`src/hw/jtpi_pkg.sv`:
```
// =====================================================================
// Shared constants and types of the test access port
// =====================================================================
package jtpi_pkg;

  localparam int IR_W       = 4;
  localparam int DR_W       = 32;
  localparam int FIFO_DEPTH = 8;
  localparam int SYNC_W     = 3;

  // Instruction codes
  localparam logic [IR_W-1:0] INSN_EXTEST = 4'h0;
  localparam logic [IR_W-1:0] INSN_INTEST = 4'h1;
  localparam logic [IR_W-1:0] INSN_USER   = 4'h8;
  localparam logic [IR_W-1:0] INSN_IDCODE = 4'he;
  localparam logic [IR_W-1:0] INSN_BYPASS = 4'hf;

  // Value loaded into the instruction chain in Capture-IR
  localparam logic [IR_W-1:0] IR_CAPTURE_VAL = 4'h1;

  // Identification word; value is arbitrary, bit 0 must stay set
  localparam logic [DR_W-1:0] IDCODE_DEFAULT = 32'h0ace_0001;

  // Value of the alternate-function select bit after reset
  localparam logic ALT_FN_RESET = 1'b1;

  // Sampled pin vector positions
  localparam int PIN_TCK = 0;
  localparam int PIN_TMS = 1;
  localparam int PIN_TDI = 2;

  typedef enum logic [3:0] {
    TAP_RESET,
    TAP_IDLE,
    TAP_SEL_DR,
    TAP_CAP_DR,
    TAP_SHIFT_DR,
    TAP_EXIT1_DR,
    TAP_PAUSE_DR,
    TAP_EXIT2_DR,
    TAP_UPD_DR,
    TAP_SEL_IR,
    TAP_CAP_IR,
    TAP_SHIFT_IR,
    TAP_EXIT1_IR,
    TAP_PAUSE_IR,
    TAP_EXIT2_IR,
    TAP_UPD_IR
  } jtpi_state_t;

  typedef enum logic [1:0] {
    SEL_BYPASS,
    SEL_IDCODE,
    SEL_USER,
    SEL_HOLD
  } jtpi_sel_t;

endpackage

```
`src/hw/jtpi_stream_if.sv`:
```
`timescale 1ns/100ps
`default_nettype none
// =====================================================================
// Word stream between buffer and scan logic
// =====================================================================
interface jtpi_stream_if #(
  parameter int W = 32
);
  logic         valid;
  logic         ready;
  logic [W-1:0] data;

  modport src (output valid, output data, input ready);
  modport snk (input valid, input data, output ready);
endinterface
`default_nettype wire

```
`src/hw/jtpi_fifo.sv`:
```
`timescale 1ns/100ps
`default_nettype none
// =====================================================================
// Word buffer in front of the user data chain
// =====================================================================
module jtpi_fifo #(
  parameter int WIDTH = 32,
  parameter int DEPTH = 8
) (
  // Clock and reset
  input  wire logic             clk_i,
  input  wire logic             arst_n_i,
  // Fill side
  input  wire logic             in_valid_i,
  input  wire logic [WIDTH-1:0] in_data_i,
  output var  logic             in_ready_o,
  // Drain side
  jtpi_stream_if.src            out
);
  localparam int AW = $clog2(DEPTH);

  generate
    if (DEPTH < 2 || (DEPTH & (DEPTH - 1)) != 0) begin : g_bad_depth
      $error("jtpi_fifo: DEPTH must be a power of two, at least 2");
    end
  endgenerate

  logic [WIDTH-1:0] mem [DEPTH];
  logic [AW-1:0]    wr_ptr;
  logic [AW-1:0]    rd_ptr;
  logic [AW:0]      count;
  logic [AW:0]      next_count;
  logic             push;
  logic             pop;

  assign push      = in_valid_i && in_ready_o;
  assign pop       = out.valid && out.ready;
  assign out.valid = (count != '0);
  assign out.data  = mem[rd_ptr];

  always_comb begin
    next_count = count;
    if (push && !pop) begin
      next_count = count + 1'b1;
    end else if (pop && !push) begin
      next_count = count - 1'b1;
    end
  end

  always_ff @(posedge clk_i) begin
    if (push) begin
      mem[wr_ptr] <= in_data_i;
    end
  end

  always_ff @(posedge clk_i or negedge arst_n_i) begin
    if (!arst_n_i) begin
      wr_ptr <= '0;
      rd_ptr <= '0;
    end else begin
      if (push) begin
        wr_ptr <= wr_ptr + 1'b1;
      end
      if (pop) begin
        rd_ptr <= rd_ptr + 1'b1;
      end
    end
  end

  // Ready is a flop: full is known one cycle ahead from next_count
  always_ff @(posedge clk_i or negedge arst_n_i) begin
    if (!arst_n_i) begin
      count      <= '0;
      in_ready_o <= 1'b1;
    end else begin
      count      <= next_count;
      in_ready_o <= (next_count != (AW+1)'(DEPTH));
    end
  end
endmodule
`default_nettype wire

```
`src/hw/jtpi_tap.sv`:
```
`timescale 1ns/100ps
`default_nettype none
// Functional notes
// - State moves only on test clock rising edges
// - TAP state drives capture, shift and update
// - State picks instruction chain or data chain
// - Current instruction picks which data chain
// - EXTEST and INTEST never capture, shift, update
// - Unimplemented codes decode as BYPASS
// - Test reset low forces and holds reset state
// - Entering reset state loads IDCODE instruction
// - Test logic advances only on test clock
// - Stopped test clock preserves state and registers
// - Mode select sampled at rising edge
// - Five mode-select-high clocks reach reset state
// - Data input sampled at rising edge, routed
// - Pins default to alternate function after reset
// - Pin reassignment needs commit unlock in the same cycle as the write
// - Instruction chain is four bits wide
// - Data output changes on falling edge, idle undriven
// - Update transfers chain, capture samples new data
module jtpi_tap
  import jtpi_pkg::*;
#(
  parameter logic [DR_W-1:0] IDCODE_VALUE = IDCODE_DEFAULT
) (
  // System clock and reset
  input  wire logic            clk_i,
  input  wire logic            arst_n_i,
  // Test port pins
  input  wire logic            trst_n_i,
  input  wire logic            tck_i,
  input  wire logic            tms_i,
  input  wire logic            tdi_i,
  output var  logic            tdo_o,
  output var  logic            tdo_oe_o,
  // Pin function control
  input  wire logic            alt_fn_wr_i,
  input  wire logic            alt_fn_data_i,
  input  wire logic            commit_unlock_i,
  output var  logic            alt_function_select_bit_o,
  // Words offered to the user data chain capture
  input  wire logic            cap_valid_i,
  input  wire logic [DR_W-1:0] cap_data_i,
  output var  logic            cap_ready_o,
  // Words delivered by user data chain update
  output var  logic [DR_W-1:0] upd_data_o,
  output var  logic            upd_valid_o,
  // Observed state
  output var  logic [IR_W-1:0] insn_o,
  output var  logic            tap_reset_o
);

  generate
    if (IDCODE_VALUE[0] != 1'b1) begin : g_bad_id
      $error("jtpi_tap: IDCODE_VALUE bit 0 must be one");
    end
  endgenerate

  // ===================================================================
  // Reset and pin sampling
  // ===================================================================
  logic              rst_n;
  logic [SYNC_W-1:0] pin_s1;
  logic [SYNC_W-1:0] pin_s2;
  logic              tck_s3;
  logic              tck_rise;
  logic              tck_fall;
  logic              tms;
  logic              tdi;

  assign rst_n = arst_n_i & trst_n_i;

  always_ff @(posedge clk_i or negedge rst_n) begin
    if (!rst_n) begin
      pin_s1 <= '0;
      pin_s2 <= '0;
      tck_s3 <= 1'b0;
    end else begin
      pin_s1 <= {tdi_i, tms_i, tck_i};
      pin_s2 <= pin_s1;
      tck_s3 <= pin_s2[PIN_TCK];
    end
  end

  // Only edges of the test clock move the test logic
  assign tck_rise = pin_s2[PIN_TCK] & ~tck_s3;
  assign tck_fall = ~pin_s2[PIN_TCK] & tck_s3;
  assign tms      = pin_s2[PIN_TMS];
  assign tdi      = pin_s2[PIN_TDI];

  // ===================================================================
  // Instruction decode
  // ===================================================================
  function automatic jtpi_sel_t dr_select(input logic [IR_W-1:0] insn);
    jtpi_sel_t sel;
    sel = SEL_BYPASS;
    case (insn)
      INSN_IDCODE: sel = SEL_IDCODE;
      INSN_USER:   sel = SEL_USER;
      INSN_EXTEST,
      INSN_INTEST: sel = SEL_HOLD;
      default:     sel = SEL_BYPASS;
    endcase
    return sel;
  endfunction

  // ===================================================================
  // TAP controller
  // ===================================================================
  jtpi_state_t     state;
  jtpi_state_t     next_state;
  logic [IR_W-1:0] ir_chain;
  logic [IR_W-1:0] ir_cur;
  jtpi_sel_t       sel;

  assign sel = dr_select(ir_cur);

  always_comb begin
    next_state = state;
    case (state)
      TAP_RESET:    next_state = tms ? TAP_RESET    : TAP_IDLE;
      TAP_IDLE:     next_state = tms ? TAP_SEL_DR   : TAP_IDLE;
      TAP_SEL_DR:   next_state = tms ? TAP_SEL_IR   : TAP_CAP_DR;
      TAP_CAP_DR:   next_state = tms ? TAP_EXIT1_DR : TAP_SHIFT_DR;
      TAP_SHIFT_DR: next_state = tms ? TAP_EXIT1_DR : TAP_SHIFT_DR;
      TAP_EXIT1_DR: next_state = tms ? TAP_UPD_DR   : TAP_PAUSE_DR;
      TAP_PAUSE_DR: next_state = tms ? TAP_EXIT2_DR : TAP_PAUSE_DR;
      TAP_EXIT2_DR: next_state = tms ? TAP_UPD_DR   : TAP_SHIFT_DR;
      TAP_UPD_DR:   next_state = tms ? TAP_SEL_DR   : TAP_IDLE;
      TAP_SEL_IR:   next_state = tms ? TAP_RESET    : TAP_CAP_IR;
      TAP_CAP_IR:   next_state = tms ? TAP_EXIT1_IR : TAP_SHIFT_IR;
      TAP_SHIFT_IR: next_state = tms ? TAP_EXIT1_IR : TAP_SHIFT_IR;
      TAP_EXIT1_IR: next_state = tms ? TAP_UPD_IR   : TAP_PAUSE_IR;
      TAP_PAUSE_IR: next_state = tms ? TAP_EXIT2_IR : TAP_PAUSE_IR;
      TAP_EXIT2_IR: next_state = tms ? TAP_UPD_IR   : TAP_SHIFT_IR;
      TAP_UPD_IR:   next_state = tms ? TAP_SEL_DR   : TAP_IDLE;
      default:      next_state = TAP_RESET;
    endcase
  end

  // Five rising edges with mode select high reach reset from anywhere
  always_ff @(posedge clk_i or negedge rst_n) begin
    if (!rst_n) begin
      state <= TAP_RESET;
    end else if (tck_rise) begin
      state <= next_state;
    end
  end

  // ===================================================================
  // Instruction chain
  // ===================================================================
  always_ff @(posedge clk_i or negedge rst_n) begin
    if (!rst_n) begin
      ir_chain <= IR_CAPTURE_VAL;
      ir_cur   <= INSN_IDCODE;
    end else if (tck_rise) begin
      case (state)
        TAP_RESET:    ir_cur   <= INSN_IDCODE;
        TAP_CAP_IR:   ir_chain <= IR_CAPTURE_VAL;
        TAP_SHIFT_IR: ir_chain <= {tdi, ir_chain[IR_W-1:1]};
        TAP_UPD_IR:   ir_cur   <= ir_chain;
        default:      ir_chain <= ir_chain;
      endcase
      // Entry by mode select also restores the default instruction
      if (next_state == TAP_RESET) begin
        ir_cur <= INSN_IDCODE;
      end
    end
  end

  // ===================================================================
  // Data chains
  // ===================================================================
  logic            byp_chain;
  logic [DR_W-1:0] dr_chain;
  logic            cap_pop;

  jtpi_stream_if #(.W(DR_W)) cap_if ();

  jtpi_fifo #(
    .WIDTH (DR_W),
    .DEPTH (FIFO_DEPTH)
  ) u_cap_fifo (
    .clk_i      (clk_i),
    .arst_n_i   (rst_n),
    .in_valid_i (cap_valid_i),
    .in_data_i  (cap_data_i),
    .in_ready_o (cap_ready_o),
    .out        (cap_if)
  );

  // One word leaves the buffer per user capture, if one is waiting
  assign cap_pop      = tck_rise && (state == TAP_CAP_DR) && (sel == SEL_USER);
  assign cap_if.ready = cap_pop;

  always_ff @(posedge clk_i or negedge rst_n) begin
    if (!rst_n) begin
      byp_chain <= 1'b0;
    end else if (tck_rise && sel == SEL_BYPASS) begin
      case (state)
        TAP_CAP_DR:   byp_chain <= 1'b0;
        TAP_SHIFT_DR: byp_chain <= tdi;
        default:      byp_chain <= byp_chain;
      endcase
    end
  end

  // Identification and user words share one chain; hold mode leaves it
  always_ff @(posedge clk_i or negedge rst_n) begin
    if (!rst_n) begin
      dr_chain <= '0;
    end else if (tck_rise && (sel == SEL_IDCODE || sel == SEL_USER)) begin
      case (state)
        TAP_CAP_DR: begin
          if (sel == SEL_IDCODE) begin
            dr_chain <= IDCODE_VALUE;
          end else begin
            dr_chain <= cap_if.valid ? cap_if.data : '0;
          end
        end
        TAP_SHIFT_DR: dr_chain <= {tdi, dr_chain[DR_W-1:1]};
        default:      dr_chain <= dr_chain;
      endcase
    end
  end

  // Update of the user chain hands its word to the system side
  always_ff @(posedge clk_i or negedge rst_n) begin
    if (!rst_n) begin
      upd_data_o  <= '0;
      upd_valid_o <= 1'b0;
    end else begin
      upd_valid_o <= 1'b0;
      if (tck_rise && state == TAP_UPD_DR && sel == SEL_USER) begin
        upd_data_o  <= dr_chain;
        upd_valid_o <= 1'b1;
      end
    end
  end

  // ===================================================================
  // Serial data output
  // ===================================================================
  always_ff @(posedge clk_i or negedge rst_n) begin
    if (!rst_n) begin
      tdo_o    <= 1'b0;
      tdo_oe_o <= 1'b0;
    end else if (tck_fall) begin
      tdo_oe_o <= 1'b0;
      if (state == TAP_SHIFT_IR) begin
        tdo_o    <= ir_chain[0];
        tdo_oe_o <= 1'b1;
      end else if (state == TAP_SHIFT_DR && sel != SEL_HOLD) begin
        tdo_o    <= (sel == SEL_BYPASS) ? byp_chain : dr_chain[0];
        tdo_oe_o <= 1'b1;
      end
    end
  end

  // ===================================================================
  // Pin function select and observed state
  // ===================================================================
  always_ff @(posedge clk_i or negedge arst_n_i) begin
    if (!arst_n_i) begin
      alt_function_select_bit_o <= ALT_FN_RESET;
    end else if (alt_fn_wr_i && commit_unlock_i) begin
      alt_function_select_bit_o <= alt_fn_data_i;
    end
  end

  always_ff @(posedge clk_i or negedge rst_n) begin
    if (!rst_n) begin
      insn_o      <= INSN_IDCODE;
      tap_reset_o <= 1'b1;
    end else begin
      insn_o      <= ir_cur;
      tap_reset_o <= (state == TAP_RESET);
    end
  end

endmodule
`default_nettype wire

```
`config.mk`:
```
export PLATFORM = sky130hd
export DESIGN_NAME = jtpi_tap
export DESIGN_NICKNAME = d
export VERILOG_FILES = /design/src/hw/jtpi_pkg.sv /design/src/hw/jtpi_stream_if.sv /design/src/hw/jtpi_fifo.sv /design/src/hw/jtpi_tap.sv
export SDC_FILE = /design/constraint.sdc
export NUM_CORES = 1
export LEC_CHECK = 0
export BUFFER_PORTS_ARGS = -buffer_cell sky130_fd_sc_hd__buf_2
export CORE_MARGIN = 3
export CORE_UTILIZATION = 56
export CTS_CLUSTER_DIAMETER = 40
export DETAILED_ROUTE_END_ITERATION = 10
export PLACE_DENSITY = 0.74
export SLEW_MARGIN = 10
export SYNTH_ARGS = -nofsm -noshare
export SYNTH_HDL_FRONTEND = slang
export SYNTH_HIERARCHICAL = 1
export SYNTH_SLANG_ARGS = --single-unit
```
`constraint.sdc`:
```
create_clock -name clk_i -period 5.6 [get_ports clk_i]
set_clock_uncertainty 0.15 [all_clocks]
set_input_delay 1.68 -clock clk_i [delete_from_list [all_inputs] [get_ports clk_i]]
set_output_delay 1.68 -clock clk_i [all_outputs]
set_load 0.01 [all_outputs]
```
=== Word-level counts from Yosys, hierarchy flattened ===
Memory sizes are Yosys's and may differ from the RTL's.
Index checks and enable logic that the tools add are counted.

* Memories kept: 1
* Register bits after elaboration: 104
* Memory bits (writable): 256
* Word-level logic and storage cells: 115

* Reduce and logical (&&, ||, !) cells: 33
* Muxes and demuxes: 31
* Equality and inequality tests: 22
* Bitwise gates (word level): 5
* Add/subtract/negate cells: 4

{| class="wikitable"
|+ Memories
! memory !! depth !! width !! rd ports !! clocked after memory_dff !! write ports !! line !! RTL
|-
| u_cap_fifo.mem || 8 || 32 || 1 || 0 || 1 || jtpi_fifo.sv:28 || <nowiki>logic [WIDTH-1:0] mem [DEPTH];</nowiki>
|}

{| class="wikitable"
|+ Operators with widths
! kind !! number
|-
| 2-to-1 mux 32 bit || 2
|-
| one-hot mux 32 bit (2 select lines) || 1
|-
| one-hot mux 4 bit (12 select lines) || 1
|-
| equality test 4 bit (second input constant) || 10
|-
| 2-to-1 mux 4 bit || 7
|-
| equality test 4 x 3 -> 1 bit (second input constant) || 4
|-
| one-hot mux 4 bit (2 select lines) || 2
|-
| logical AND 1 bit || 12
|-
| zero test 4 bit || 3
|-
| 2-to-1 mux 1 bit || 11
|-
| AND reduction 2 bit || 5
|-
| equality test 4 x 1 -> 1 bit (second input constant) || 2
|-
| equality test 4 x 2 -> 1 bit (second input constant) || 2
|-
| adder 3 x 1 -> 3 bit (second input constant) || 2
|-
| 2-to-1 mux 2 bit || 3
|-
| 2-to-1 mux 3 bit || 2
|-
| one-hot mux 2 bit (3 select lines) || 1
|-
| nonzero test 2 bit || 3
|-
| OR reduction 2 bit || 3
|-
| adder 4 x 1 -> 4 bit (second input constant) || 1
|-
| != test 4 bit (second input constant) || 1
|-
| nonzero test 4 bit || 1
|-
| subtractor 4 x 1 -> 4 bit (second input constant) || 1
|-
| AND 1 bit || 3
|-
| other kinds (10) || 12
|}

=== Depth between registers and ports, before layout ===
* Depth after elaboration: 10
* Depth in mapped cells: 11
* Mapped depth without buffers: 9

=== Cells and area by module ===
Netlist, hierarchy kept.

{| class="wikitable"
|+ By module, submodules not included
! module !! times used !! area each (µm²) !! cells an instance
|-
| jtpi_fifo || 1 || 10431.3 || 446
|-
| jtpi_tap || 1 || 4119.0 || 387
|}

=== Least setup slack after synthesis ===
No wires, ideal clock.

* Path kind: in2reg
* Start: input cap_valid_i
* End: memory u_cap_fifo.mem[0][0] (enable)
* Cell stages on the path: 2
* Setup slack: 0.013 ns
* Required time: 4.948 ns
* Buffers on the path: 0
* Data arrival time: 4.936 ns
* Path through: nand2_1 > nor4_1

* Cells in the longest elaborated chain, start to end: 3

{| class="wikitable"
|+ RTL lines
! element !! line !! RTL
|-
| start, declared || jtpi_tap.sv:43 || <nowiki>input wire logic cap_valid_i,</nowiki>
|-
| logical AND 1 bit || jtpi_fifo.sv:36 || <nowiki>assign push = in_valid_i && in_ready_o;</nowiki>
|-
| 2-to-1 mux 1 bit || jtpi_fifo.sv:51 || <nowiki>if (push) begin</nowiki>
|-
| 2-to-1 mux 1 bit (implied by the code) || jtpi_fifo.sv:52 || <nowiki>mem[wr_ptr] <= in_data_i;</nowiki>
|-
| end, declared || jtpi_fifo.sv:28 ||
|}

No other way between the ends.

=== Worst setup path in the final report ===
* Start: input cap_valid_i
* End: memory u_cap_fifo.mem[5][21] (enable)

Same word-level chain as after synthesis.

==> run_results.csv <==
group,metric,value,unit
hold_path,min_from,"pin_s1[0]",
grt,antenna_found_initial,3,
timing,rsz0062_at_grt,"no",
floorplan,dieArea,28000,um2
job,max_cap_violations,0,
final_layout,area_growth,14.7,%
routing,drt_pass1_iterations,5,
synthesis,ys_seq_area_share,70.8,%
clock_tree,hold_buffers,0,
synthesis,ys_types,62,
grt,grt_pass1_vias,7640,
placed_design,place_congestion,0.777,
final_layout,drive_above_1_share,32.0,%
synthesis,synthCells,833,
final_layout,fill_cells,1670,
routing,drc,0,
placed_design,post-dp-hpwl,15.9,mm
routing,routed_wl,27.0,mm
floorplan,fp.dieH,167,um
pwr,power,7.48,mW
critical_path,crit_required,5580,ps
timing,setup_viol,0,
placed_design,postPlaceCellArea,15200,um2
timing,maxSlewHeadroom,23.9,%
grt,grt_pass1_wl,43.6,mm
floorplan,rows,58,
timing,whs,198,ps
floorplan,initial_core_util,57.4,%
critical_path,crit_start,"cap_valid_i",
clock_tree,htreeDepth,2,
timing,fin_crit,3300,ps
synthesis,synth_edf_count,256,
critical_path,worstPathCellList,"buf_2 > and2_1 > nand2_1 > nor2_4",
critical_path,cp-end-kind,"flip-flop",
synthesis,avgSynthCellArea,17.5,um2
synthesis,netlist_area,14600,um2
final_layout,postLayoutCoreUtil,65.9,%
synthesis,yosysWarnings,6,
pwr,ir_drop,0.000337,V
timing,tns,0,ps
clock_tree,clkSinkCount,360,
clock_tree,cts.path.max_buffers,3,
timing,worst_slack,2300,ps
synthesis,syn_nets,883,
grt,overflow,0,
synthesis,yosys_register_bits,360,
timing,period_share,58.9,%
timing,max_freq,0.303,GHz
critical_path,arrival,3290,ps
outcome,outcome,"completed",
routing,vias,7587,
placed_design,port_buffers,83,
pwr,p_per_area,449,nW/um2
final_layout,nNetsFinal,975,
final_layout,final_cell_area,16700,um2
clock_tree,post_cts_buffers,0,
grt,grtUsageTotal,19.7,%
critical_path,critPathMaxFanout,32,
clock_tree,clkTransAtPathRegs,60,ps
clock_tree,numCtsBuffers,43,
synthesis,ys_async_sr_fraction,28.9,%
timing,worst_pin_slew,1140,ps
critical_path,reg2reg_from,"state[0]",
floorplan,core_area,25300,um2
routing,vias_per_cell,5.89,
clock_tree,cts_tree,"built",
synthesis,synthFlopType,"edfxtp_1",
critical_path,criticalPathCategory,"input port to flip-flop",
clock_tree,cts_root_buf,"clkbuf_16",
critical_path,cp-start-kind,"input port",
placed_design,place_inst,1210,
routing,ant_nets,0,
grt,grt_start_max_net_pins,71,
pwr,leakage,6.11,nW
clock_tree,cts_resized,0,
hold_path,hp-class,"flip-flop to flip-flop",
floorplan,top_level_ports,84,
floorplan,die_x,167,um
timing,finalMaxSlewViolations,0,
clock_tree,clock_latency,530,ps
placed_design,preCtsSetupSlack,1770,ps
final_layout,fin_cells,1289,
routing,wl_per_cell,20.9,um
timing,finalHoldViolations,0,
critical_path,cp_slowest_cell,"nor2_4",
routing,drt_iter0_markers,626,
critical_path,max_stage_delay,950,ps
[worst max-delay path, delay by kind of cell]
| kind | cells | cell delay, ps |
|---|---|---|
| buffers and inverters | 1 | 140 |
| and+or+nand+nor | 3 | 1450 |
[flip-flops by register name (all words and copies together) (netlist names), 3 cells and up]
name / cells
u_cap_fifo/rd_ptr: 3
insn_o: 4
ir_chain: 4
u_cap_fifo/count: 4
pin_s2: 3
state: 4
pin_s1: 3
u_cap_fifo/mem: 256
ir_cur: 4
u_cap_fifo/wr_ptr: 3
upd_data_o: 32
dr_chain: 32
[synthesized netlist by cell type (4+ instances only)]
cell type  number  area [um2]
a211o_1         4        35.0
a21oi_1        28         140
a31oi_1        25         156
buf_1           7        26.3
buf_2          20         100
clkbuf_1       14        52.6
dfrtp_1        94        2350
dfstp_2        10         263
edfxtp_1      256        7690
ha_1            8         100
inv_1           7        26.3
mux2_2         67         754
mux4_1         20         526
mux4_2         44         991
nand2_1        51         191
nand2b_1        5        31.3
nand3_1        32         160
nand4_1         8        50.1
nor2_1         40         150
nor2b_1         7        43.8
nor3_1          7        35.0
o21ai_0        15        75.1
xnor2_1         4        35.0
[final timing paths]
kind                       depth (start not counted)                         to  slack (ps)
max in group asynchronous                          3                upd_valid_o        3180
max reg2reg                                        6               dr_chain[10]        2610
min reg2reg                                        0                  pin_s2[0]         200
min in group asynchronous                          1  alt_function_select_bit_o         950
min                                                0                  pin_s2[0]         200
max                                                4      u_cap_fifo/mem[5][21]        2300
[cells in the final DEF, fill, tap and decap left out, types with 4 or more instances in the layout]
cell       netlist  layout
edfxtp_1       256     256
dfrtp_1         94      92
buf_2           20      83
mux2_2          67      67
nand2_1         51      51
clkbuf_16        0      44
mux4_2          44      44
nor2_1          40      37
nand3_1         32      32
a21oi_1         28      28
a31oi_1         25      25
mux4_1          20      20
o21ai_0         15      15
buf_4            3      15
dfstp_2         10      10
nand4_1          8       8
ha_1             8       8
clkbuf_1        14       8
inv_1            7       7
nor2b_1          7       7
nand2b_1         5       5
a211o_1          4       4
inv_6            0       4
clkinv_1         0       4
bufinv_16        0       4
clkinv_4         0       4
nor3_2           0       4
xnor2_1          4       4
[layout make-up]
type / count / area [um2] / area share (%)
sequential: 360 / 10300 / 61.8
multi-input combinational: 414 / 3960 / 23.8
clock buffer: 52 / 1130 / 6.78
timing repair buffer: 98 / 528 / 3.17
tap: 330 / 413 / 2.48
clock inverter: 26 / 307 / 1.84
inverter: 8 / 30.0 / 0.180
antenna: 1 / 2.50 / 0.0150
[layer usage]
metal | vias to the layer above | track usage [%] | wire length, um
met2 | 225 | 30.6 | 12700
met1 | 3812 | 28.7 | 11800
li1 | 3484 | - | -
met3 | 62 | 4.06 | 1650
met5 | - | 0 | 21
met4 | 4 | 6.01 | 755
[power breakdown]
part | internal (mW) | switching, mW | leakage [nW]
Sequential | 3.36 | 0.299 | 3.66
Clock | 1.66 | 1.07 | 0.694
Combinational | 0.430 | 0.670 | 1.76
[logic make-up after synthesis]
| kind of cell | after synthesis | share of synthesized area [%] |
|---|---|---|
| mux | 132 | 15.7 |
| buf+inv | 59 | 2.30 |
| xor+xnor | 5 | 0.301 |
| simple gates | 172 | 5.99 |
| fa+ha+maj | 8 | 0.688 |
| flops | 360 | 70.8 |
| compound gates | 97 | 4.24 |
(Power assumes the default switching activity.)
